$ cat config.mk
export PLATFORM = sky130hd
export DESIGN_NAME = slb_latch_bank
export DESIGN_NICKNAME = d
export VERILOG_FILES = /design/src/include/slb_pkg.sv /design/src/design/slb_latch_bank.sv /design/src/design/slb_shift_in.sv
export SDC_FILE = /design/constraint.sdc
export NUM_CORES = 1
export LEC_CHECK = 0
export ABC_AREA = 1
export BUFFER_PORTS_ARGS = -buffer_cell sky130_fd_sc_hd__buf_2
export CORE_ASPECT_RATIO = 0.6
export CORE_UTILIZATION = 55
export CTS_BUF_LIST = sky130_fd_sc_hd__clkbuf_8
export CTS_CLUSTER_DIAMETER = 80
export DETAILED_ROUTE_END_ITERATION = 8
export PLACE_DENSITY = 0.78
export SYNTH_ARGS = -nofsm -noshare
export SYNTH_HDL_FRONTEND = slang
export SYNTH_SLANG_ARGS = --single-unit
$ cat constraint.sdc
create_clock -name clock -period 1.6 [get_ports clock]
set_input_delay 0.08 -clock clock [delete_from_list [all_inputs] [get_ports clock]]
set_output_delay 0.08 -clock clock [all_outputs]
set_load 0.005 [all_outputs]
$ cat src/include/slb_pkg.sv
// constants and types shared by the synthesizer latch bank
package slb_pkg;

   // ****************************************
   // word format
   // ****************************************
   localparam int unsigned LATCH_W          = 24;           // shift word and latch width
   localparam logic [23:0] LATCH_RESET      = 24'h000000;   // latch contents after reset
   localparam logic [1:0]  SEL_GENERAL      = 2'h0;         // select code, general settings
   localparam logic [1:0]  SEL_REFERENCE    = 2'h1;         // select code, reference divider
   localparam logic [1:0]  SEL_FEEDBACK     = 2'h2;         // select code, feedback divider
   localparam logic [1:0]  SEL_TEST         = 2'h3;         // select code, factory test latch

   // ****************************************
   // general settings field positions (lsb)
   // ****************************************
   localparam int unsigned GS_CORE_CURRENT  = 2;            // core current level, 2 bits
   localparam int unsigned GS_COUNTER_CLEAR = 4;            // counter clear
   localparam int unsigned GS_MUX_SELECT    = 5;            // mux select, 3 bits
   localparam int unsigned GS_POLARITY      = 8;            // detector polarity
   localparam int unsigned GS_TRISTATE      = 9;            // pump tristate
   localparam int unsigned GS_PUMP_GAIN     = 10;           // pump gain select
   localparam int unsigned GS_MUTE          = 11;           // mute until lock
   localparam int unsigned GS_OUT_POWER     = 12;           // output power level, 2 bits
   localparam int unsigned GS_PUMP_ONE      = 14;           // pump current one, 3 bits
   localparam int unsigned GS_PUMP_TWO      = 17;           // pump current two, 3 bits
   localparam int unsigned GS_PD_REQUEST    = 20;           // powerdown request
   localparam int unsigned GS_PD_SYNC       = 21;           // powerdown sync select
   localparam int unsigned GS_PRESCALER     = 22;           // prescaler select, 2 bits

   // ****************************************
   // feedback divider field positions (lsb)
   // ****************************************
   localparam int unsigned FB_SWALLOW       = 2;            // swallow count, 5 bits
   localparam int unsigned FB_SPARE         = 7;            // spare bit
   localparam int unsigned FB_MAIN          = 8;            // main count, 13 bits
   localparam int unsigned FB_PUMP_GAIN     = 21;           // pump gain select
   localparam int unsigned FB_HALVER        = 22;           // output halver
   localparam int unsigned FB_HALVED_FB     = 23;           // halved feedback select

   // ****************************************
   // reference divider field positions (lsb)
   // ****************************************
   localparam int unsigned RD_DIVIDER       = 2;            // divider, 14 bits
   localparam int unsigned RD_ANTIBACKLASH  = 16;           // antibacklash width, 2 bits
   localparam int unsigned RD_LOCK_PREC     = 18;           // lock count precision
   localparam int unsigned RD_TEST_BIT      = 19;           // factory test bit
   localparam int unsigned RD_BAND_DIV      = 20;           // band clock divider, 2 bits
   localparam int unsigned RD_SPARE         = 22;           // spare bits, 2 bits

   // ****************************************
   // timing counts in band clock and detector cycles
   // ****************************************
   localparam logic [2:0]  BAND_CYCLES      = 3'h5;         // band selection length
   localparam logic [1:0]  SYNC_PD_EDGES    = 2'h2;         // sync powerdown edge count

   // power state of the synthesizer core
   typedef enum logic [1:0] {
      PWR_UNPROGRAMMED = 2'b00,
      PWR_ACTIVE       = 2'b01,
      PWR_DOWN         = 2'b10
   } slb_power_t;

endpackage : slb_pkg

$ cat src/design/slb_latch_bank.sv
// programming latch bank with power and band selection sequencing
// Rules for this block and its host
// select 00 loads general settings latch
// select 10 loads feedback divider latch
// select 01 loads reference divider latch
// host orders reference, general, then feedback
// first general write powers up, bias starts settling
// host waits settle interval before feedback
// chip enable restore keeps band if unchanged
// software powerup keeps band if unchanged
// host never rewrites feedback while down
// shift msb first, copy on strobe rise
// feedback write while powered up runs five-cycle band selection
// host avoids test select and test bit
// host counts its own settle interval
module slb_latch_bank
   import slb_pkg::*;
(
   input  wire logic        clock,                   // system clock, 100 MHz
   input  wire logic        sys_rst,                 // synchronous reset, active high
   input  wire logic        serial_clk,              // serial link clock
   input  wire logic        serial_data,             // serial link data
   input  wire logic        latch_strobe,            // latch strobe
   input  wire logic        chip_enable,             // hardware enable, low powers down
   input  wire logic        pfd_tick,                // one pulse per detector cycle
   output logic [23:0]      general_settings_latch,  // general settings contents
   output logic [23:0]      feedback_divider_latch,  // feedback divider contents
   output logic [23:0]      reference_divider_latch, // reference divider contents
   output logic             pump_gain_select,        // latest pump gain bit
   output logic             powered_down,            // core is powered down
   output logic             bias_settling,           // bias settling after first powerup
   output logic             band_select_active,      // band selection running
   output logic             band_retained,           // stored band still valid
   output logic             counter_hold             // counters held in load state
);

   // ****************************************
   // declarations
   // ****************************************
   logic [23:0] load_word;      // captured shift word
   logic        load_pulse;     // word capture strobe
   slb_power_t  power_state;    // current power state
   slb_power_t  next_power;     // next power state
   logic [1:0]  sync_cnt;       // sync powerdown edge countdown
   logic        sync_armed;     // sync powerdown pending
   logic [2:0]  band_cnt;       // remaining band selection cycles
   logic [2:0]  band_div_cnt;   // band clock prescale count
   logic [2:0]  band_div_limit; // band clock prescale terminal value
   logic        band_tick;      // one band selection clock
   logic        gs_load;        // general settings write
   logic        fb_load;        // feedback divider write
   logic        rd_load;        // reference divider write

   // serial front end
   slb_shift_in u_shift_in (
      .clock        (clock),
      .sys_rst      (sys_rst),
      .serial_clk   (serial_clk),
      .serial_data  (serial_data),
      .latch_strobe (latch_strobe),
      .load_word    (load_word),
      .load_pulse   (load_pulse)
   );

   // ****************************************
   // latch decode
   // ****************************************
   always_comb begin
      gs_load = load_pulse && (load_word[1:0] == SEL_GENERAL);
      fb_load = load_pulse && (load_word[1:0] == SEL_FEEDBACK);
      rd_load = load_pulse && (load_word[1:0] == SEL_REFERENCE);
   end

   // latch storage, test select is dropped
   always_ff @(posedge clock) begin
      if (sys_rst) begin
         general_settings_latch  <= LATCH_RESET;
         feedback_divider_latch  <= LATCH_RESET;
         reference_divider_latch <= LATCH_RESET;
      end else begin
         if (gs_load) begin
            general_settings_latch <= load_word;
         end
         if (fb_load) begin
            feedback_divider_latch <= load_word;
         end
         if (rd_load) begin
            reference_divider_latch <= load_word;
         end
      end
   end

   // pump gain follows whichever of general and feedback latch wrote last
   always_ff @(posedge clock) begin
      if (sys_rst) begin
         pump_gain_select <= 1'b0;
      end else if (gs_load) begin
         pump_gain_select <= load_word[GS_PUMP_GAIN];
      end else if (fb_load) begin
         pump_gain_select <= load_word[FB_PUMP_GAIN];
      end
   end

   // ****************************************
   // power sequencing
   // ****************************************
   // sync powerdown waits two detector edges after the strobe
   always_ff @(posedge clock) begin
      if (sys_rst) begin
         sync_armed <= 1'b0;
         sync_cnt   <= 2'h0;
      end else if (gs_load) begin
         sync_armed <= load_word[GS_PD_REQUEST] && load_word[GS_PD_SYNC];
         sync_cnt   <= SYNC_PD_EDGES;
      end else if (sync_armed && pfd_tick) begin
         sync_cnt   <= sync_cnt - 2'h1;
         sync_armed <= (sync_cnt != 2'h1);
      end
   end

   // next power state
   always_comb begin
      next_power = power_state;
      unique case (power_state)
         PWR_UNPROGRAMMED: begin
            // first general write without request powers up
            if (gs_load && chip_enable && !load_word[GS_PD_REQUEST]) begin
               next_power = PWR_ACTIVE;
            end
         end
         PWR_ACTIVE: begin
            if (!chip_enable) begin
               next_power = PWR_DOWN;
            end else if (gs_load && load_word[GS_PD_REQUEST] && !load_word[GS_PD_SYNC]) begin
               next_power = PWR_DOWN;
            end else if (sync_armed && pfd_tick && sync_cnt == 2'h1) begin
               next_power = PWR_DOWN;
            end
         end
         PWR_DOWN: begin
            // leave when enabled and no request stands
            if (chip_enable && !sync_armed && !(gs_load ? load_word[GS_PD_REQUEST]
                                               : general_settings_latch[GS_PD_REQUEST])) begin
               next_power = PWR_ACTIVE;
            end
         end
         default: begin
            next_power = PWR_DOWN;
         end
      endcase
   end

   // power state and its flags
   always_ff @(posedge clock) begin
      if (sys_rst) begin
         power_state  <= PWR_UNPROGRAMMED;
         powered_down <= 1'b1;
         counter_hold <= 1'b1;
      end else begin
         power_state  <= next_power;
         powered_down <= (next_power != PWR_ACTIVE);
         counter_hold <= (next_power != PWR_ACTIVE) ||
                         (gs_load ? load_word[GS_COUNTER_CLEAR] : general_settings_latch[GS_COUNTER_CLEAR]);
      end
   end

   // bias settles from first powerup until the feedback write or a powerdown
   always_ff @(posedge clock) begin
      if (sys_rst) begin
         bias_settling <= 1'b0;
      end else if (power_state == PWR_UNPROGRAMMED && next_power == PWR_ACTIVE) begin
         bias_settling <= 1'b1;
      end else if (fb_load || next_power != PWR_ACTIVE) begin
         bias_settling <= 1'b0;
      end
   end

   // ****************************************
   // band selection
   // ****************************************
   always_comb begin
      band_div_limit = 3'((4'h1 << reference_divider_latch[RD_BAND_DIV +: 2]) - 4'h1);
      band_tick      = pfd_tick && band_select_active && (band_div_cnt == band_div_limit);
   end

   // five band clocks per selection, aborted by powerdown
   always_ff @(posedge clock) begin
      if (sys_rst) begin
         band_cnt           <= 3'h0;
         band_div_cnt       <= 3'h0;
         band_select_active <= 1'b0;
      end else if (next_power != PWR_ACTIVE) begin
         band_cnt           <= 3'h0;
         band_div_cnt       <= 3'h0;
         band_select_active <= 1'b0;
      end else if (fb_load) begin
         band_cnt           <= BAND_CYCLES;
         band_div_cnt       <= 3'h0;
         band_select_active <= 1'b1;
      end else if (band_select_active && pfd_tick) begin
         band_div_cnt <= band_tick ? 3'h0 : band_div_cnt + 3'h1;
         if (band_tick) begin
            band_cnt           <= band_cnt - 3'h1;
            band_select_active <= (band_cnt != 3'h1);
         end
      end
   end

   // band stays valid across powerdown unless feedback was rewritten or its selection was aborted by the powerdown
   always_ff @(posedge clock) begin
      if (sys_rst) begin
         band_retained <= 1'b0;
      end else if (fb_load) begin
         band_retained <= (power_state == PWR_ACTIVE) && (next_power == PWR_ACTIVE);
      end else if (band_select_active && next_power != PWR_ACTIVE) begin
         band_retained <= 1'b0;
      end
   end

   logic [3:0] band_ticks_seen; // band clocks during current selection
   always_ff @(posedge clock) begin
      if (sys_rst || fb_load) begin
         band_ticks_seen <= 4'h0;
      end else if (band_tick) begin
         band_ticks_seen <= band_ticks_seen + 4'h1;
      end
   end
endmodule : slb_latch_bank

$ cat src/design/slb_shift_in.sv
// serial shift register and strobe detector for the latch bank
module slb_shift_in
   import slb_pkg::*;
(
   input  wire logic        clock,        // system clock
   input  wire logic        sys_rst,      // synchronous reset, active high
   input  wire logic        serial_clk,   // serial link clock level
   input  wire logic        serial_data,  // serial link data
   input  wire logic        latch_strobe, // latch strobe level
   output logic [23:0]      load_word,    // word captured at strobe rise
   output logic             load_pulse    // one cycle, load_word valid
);

   logic [23:0] shift_reg;      // msb first shift chain
   logic        serial_clk_d;   // previous serial clock level
   logic        latch_strobe_d; // previous strobe level

   // ****************************************
   // edge detection
   // ****************************************
   always_ff @(posedge clock) begin
      if (sys_rst) begin
         serial_clk_d   <= 1'b0;
         latch_strobe_d <= 1'b0;
      end else begin
         serial_clk_d   <= serial_clk;
         latch_strobe_d <= latch_strobe;
      end
   end

   // shift one bit per rising serial clock
   always_ff @(posedge clock) begin
      if (sys_rst) begin
         shift_reg <= LATCH_RESET;
      end else if (serial_clk && !serial_clk_d) begin
         shift_reg <= {shift_reg[22:0], serial_data};
      end
   end

   // copy chain out on rising strobe
   always_ff @(posedge clock) begin
      if (sys_rst) begin
         load_word  <= LATCH_RESET;
         load_pulse <= 1'b0;
      end else begin
         load_pulse <= latch_strobe && !latch_strobe_d;
         if (latch_strobe && !latch_strobe_d) begin
            load_word <= shift_reg;
         end
      end
   end
endmodule : slb_shift_in

Word level (Yosys, flattened, before mapping)
Cells that the tools add are included.
- register bits after elaboration: 140
- bits in writable memories: 0
- bits in latches: 0
- input bits: 7
- word-level logic and storage cells: 101
- bits in read-only memories: 0
- output and inout port bits: 78
- memories kept: 0
- mux-type cells: 25
- bitwise gates (word level): 0
- equal/unequal tests: 10
- shift-type cells: 1
- add/sub/neg operators: 4
- divide/modulo/power cells: 0
- $mul: 0
- magnitude comparators: 0
- reductions and logical operators: 40
- operator list (kind ; count):
    $logic_and A1 B1 Y1 ; 19
    $mux W2 ; 7
    $mux W1 ; 13
    $mux W3 ; 4
    $reduce_bool A2 Y1 ; 6
    $eq A2 B1 Y1 const B ; 4
    $logic_not A1 Y1 ; 6
    $pmux W2 S3 ; 1
    $sub A3 B1 Y3 const B ; 2
    $eq A2 B2 Y1 const B ; 2
    $logic_not A2 Y1 ; 2
    $ne A2 B1 Y1 const B ; 2
    $reduce_and A2 Y1 ; 2
    $reduce_or A2 Y1 ; 2
    $add A3 B1 Y3 const B ; 1
    $eq A3 B3 Y1 ; 1
    $ne A3 B1 Y1 const B ; 1
    $reduce_or A3 Y1 ; 1
    $shl A1 B2 Y3 const A ; 1
    $logic_or A1 B1 Y1 ; 2
    $sub A2 B1 Y2 const B ; 1

Depth between registers and ports, before layout
- depth after elaboration: 11
- gate-level depth with buffers: 9

By module
Synthesis repeated with hierarchy kept, for this count alone.
- cell total of the unflattened synthesis: 737
- area, all modules: 5439.0 µm²
- modules (own cells, without submodules) (module ; times used ; area each (µm²) ; cells an instance):
    slb_latch_bank ; 1 ; 3363.2 ; 440
    slb_shift_in ; 1 ; 2075.7 ; 297

Worst setup path before layout
No wires, ideal clock.
- kind: register to register
- start point: reg u_shift_in.load_pulse
- end point: reg bias_settling
- slack: 0.408 ns
- arrival time: 1.077 ns
- period minus slack after synthesis: 1.192 ns
- cell stages (with the launch flop): 9
- required time: 1.485 ns
- setup time: 0.115 ns
- cells stage by stage: dfxtp_1 -> buf_4 -> nand2_1 -> nor2_2 -> nand3_1 -> nand3_1 -> nand3_2 -> nand2_2 -> nor2_1
- cells in the longest elaborated chain, start to end: 9
- elaborated cells between the ends (all ways): 20
- RTL lines (element ; RTL line ; source):
    start: declaration ; slb_shift_in.sv:11 ; output logic load_pulse
    start signal: assignment ; slb_shift_in.sv:46 ; load_pulse <= latch_strobe && !latch_strobe_d;
    $logic_and A1 B1 Y1 ; slb_latch_bank.sv:69 ; gs_load = load_pulse && (load_word[1:0] == SEL_GENERAL);
    $mux W1 or $logic_and A1 B1 Y1 (tied branches) ; slb_latch_bank.sv:142, slb_latch_bank.sv:134 ;
    $logic_not A1 Y1 or $logic_and A1 B1 Y1 (tied branches) ; slb_latch_bank.sv:142, slb_latch_bank.sv:134 ;
    $logic_and A1 B1 Y1 or $mux W2 (tied branches) ; slb_latch_bank.sv:142, slb_latch_bank.sv:134 ;
    $mux W2 (on tied branches) ; slb_latch_bank.sv:142, slb_latch_bank.sv:132 ;
    $pmux W2 S3 ; slb_latch_bank.sv:124 ; unique case (power_state)
    $eq A2 B1 Y1 or $ne A2 B1 Y1 (tied branches) ; slb_latch_bank.sv:171, slb_latch_bank.sv:173 ;
    $logic_and A1 B1 Y1 or $logic_or A1 B1 Y1 (tied branches) ; slb_latch_bank.sv:171, slb_latch_bank.sv:173 ;
    $mux W1 or $reduce_bool A2 Y1 (tied branches) ; -- ;
    end signal: assignment ; slb_latch_bank.sv:170 ; bias_settling <= 1'b0;
    end signal: assignment ; slb_latch_bank.sv:172 ; bias_settling <= 1'b1;
    end signal: assignment ; slb_latch_bank.sv:174 ; bias_settling <= 1'b0;
    end: declaration ; slb_latch_bank.sv:31 ; output logic bias_settling,
Parallel ways exist; a longest one is shown, timed or not.
A chain may end at the register's enable or synchronous reset.

Worst setup path in the final report
- start point: in latch_strobe
- end point: reg u_shift_in.load_word[10]
- cells in the longest elaborated chain, start to end: 1
- RTL lines (element ; RTL line ; source):
    start: declaration ; slb_latch_bank.sv:23 ; input wire logic latch_strobe,
    $logic_and A1 B1 Y1 ; slb_shift_in.sv:47 ; if (latch_strobe && !latch_strobe_d) begin
    end signal: assignment ; slb_shift_in.sv:48 ; load_word <= shift_reg;
    end: declaration ; slb_shift_in.sv:10 ; output logic [23:0] load_word,
No other way between the ends.

==> results.cfg <==
[timing]
setup_viol = 0
hold_viol_final = 0
period_needed_ps = 1440
rsz0062_at_grt = false
fin_crit_sh_pct = 90.3
fin_setup_tns_ps = 0
relSlewSlack_pct = 43.2
max_freq_mhz = 692
finalClockSkew_ps = 10.7
tightest_slew_ps = 851
drv_slew = 0

[logic_synthesis]
syn_area_um2 = 5070
synthArstFlopShare_pct = 0
synth_top_area_share_pct = 55.2
yosys_warnings = 0
yosys.cell_count.top_type = nor2_1
synth_edf_count = 0
ys.flop_type = dfxtp_1
avgSynthCellArea_um2 = 7.77
ys_ff_latch = 140
synth_nets = 664
synth.largest_area_cell = dfxtp_1
ys_types = 25
netlist_instances = 653
ys_seq_area_share_pct = 55.2
ys_top_cells_by_area = dfxtp_1, nor2_1, o21ai_0
yosys-top-cells-count = nor2_1, dfxtp_1, o21ai_0, nand2_1, a21oi_1

[routing]
vias_per_cell = 5.27
first_iter_violations = 398
drtAntennaViolNets = 0
routed_wl_mm = 12.1
drc = 0
vias = 4519
wl_per_cell_um = 14.1
dr.pass1.iters = 5

[die]
start_util_pct = 58.2
ios = 85
num_rows = 26
die_area_um2 = 9630
design.core.area_um2 = 8720
die_h_um = 76.4
die_w_um = 126

[power_and_ir_drop]
power_frac_clock_pct = 38.6
p_sw_mw = 1.70
p_int_mw = 5.28
peakVddDrop_mv = 0.628
p_leak_nw = 2.72
powerDensity_nw_per_um2 = 1160
p_sw_share_pct = 24.4
pwr-share-comb_pct = 7.5
pwr-share-seq_pct = 53.9

[run]
cap_violations = 0

[clock_tree]
clk_pin_slew_ps = 70
cts.path.max_buffers = 2
postCtsSetupBuffers = 0
cts_tree = done
cts.root.buffer_cell = clkbuf_8
ctsHoldBuffers = 4
cts_buffers = 17
worstSkewPairLatency_ps = 430
post_cts_resized = 0
htreeDepth = 4
clock_sinks = 140

[cells_and_area]
postLayoutCoreUtil_pct = 68.7
layout.nets = 745
syn_to_final_growth_pct = 18.1
fin_cells = 857
antennaDiodeCount = 0
drive_gt1_share_pct = 18.8

[setup_path]
arrival_ps = 1800
critPathMaxFanout = 29
worstSetupStartpointType = primary input
cp-end-kind = flip-flop
path_class = in -> reg
critPathRequiredTime_ps = 1960

[min_path]
hold_class = in -> reg

[run_status]
status = finished clean

[grt]
grt_start_max_net_pins = 45
first_global_vias = 4146
grt_usage_pct = 27.1
grt_overflow_total = 0
grt_pass1_wl_mm = 20.3
antenna_found_initial = 0

[place]
dp_hpwl_mm = 8.13
dp_cells = 823
numPortBuffers = 84
gp_congestion = 0.808
kinds of logic after synthesis:
group | Yosys count | synth area share (%)
flops | 140 | 55.2
fa+ha+maj | 4 | 0.986
simple gates | 303 | 24.3
xor+xnor | 3 | 0.518
compound gates | 131 | 13.0
mux | 1 | 0.197
buf+inv | 71 | 5.77
metal layers:
layer  GRT usage, %  wire, um  vias to the layer above
met5              0         0                        -
met4           10.7       168                        0
met3           6.81       903                       16
met2           40.6      5240                      168
met1           37.5      5740                     2079
li1               -         -                     2256
critical path, cell delays in order:
cell           delay, ps
dlygate4sd3_1        530
buf_2                120
inv_1                 60
nor2_1                50
inv_1                610
o21ai_0              190
a21oi_1              150
per-stage QoR:
step	instance area (um^2)	worst slack (ps)	power (mW)	hold slack, ps
final	5990	156	6.98	88.9
after global routing	5990	39.4	7.24	90.5
after CTS	5990	182	7.00	64.5
after detailed placement	5570	216	4.35	310
after global placement	5570	301	4.32	299
after floorplan	5070	408	4.15	205
power groups by stage:
stage	sequential (mW)	combinational (mW)	clock [mW]
after CTS	3.75	0.526	2.72
after floorplan	3.80	0.352	0
after global routing	3.78	0.602	2.86
after detailed placement	3.83	0.513	0
after global placement	3.83	0.495	0
final	3.76	0.527	2.69
placed cells by master (no fill, tap or decap), types with 12 or more instances in the layout:
cell type	instances
a21oi_1	34
buf_2	84
buf_4	12
clkbuf_8	23
dfxtp_1	140
inv_1	30
nand2_1	54
nand3_1	33
nor2_1	200
o21ai_0	95
layout make-up:
class,count,area [um^2]
flip-flops and latches,140,2800
fillers,706,2730
multi-input cells,442,1980
repair buffers,101,571
clock buffers,23,317
well taps,112,140
inverters,32,120
clock inverters,7,63.8
final timing paths:
kind                                                             start                                endpoint  slack, ps  depth (start not counted)
worst min-delay path                                       chip_enable               power_state[1]$_SDFF_PP0_         90                          4
worst max register to register         band_select_active$_SDFFE_PP0P_                band_cnt[1]$_SDFFE_PP0P_        190                          8
worst max-delay path                                      latch_strobe   u_shift_in.load_word[10]$_SDFFE_PP0P_        160                          7
worst min register to register  general_settings_latch[0]$_SDFFE_PP0P_  general_settings_latch[0]$_SDFFE_PP0P_        430                          2
No activity file was read; power rests on OpenSTA's default activity.
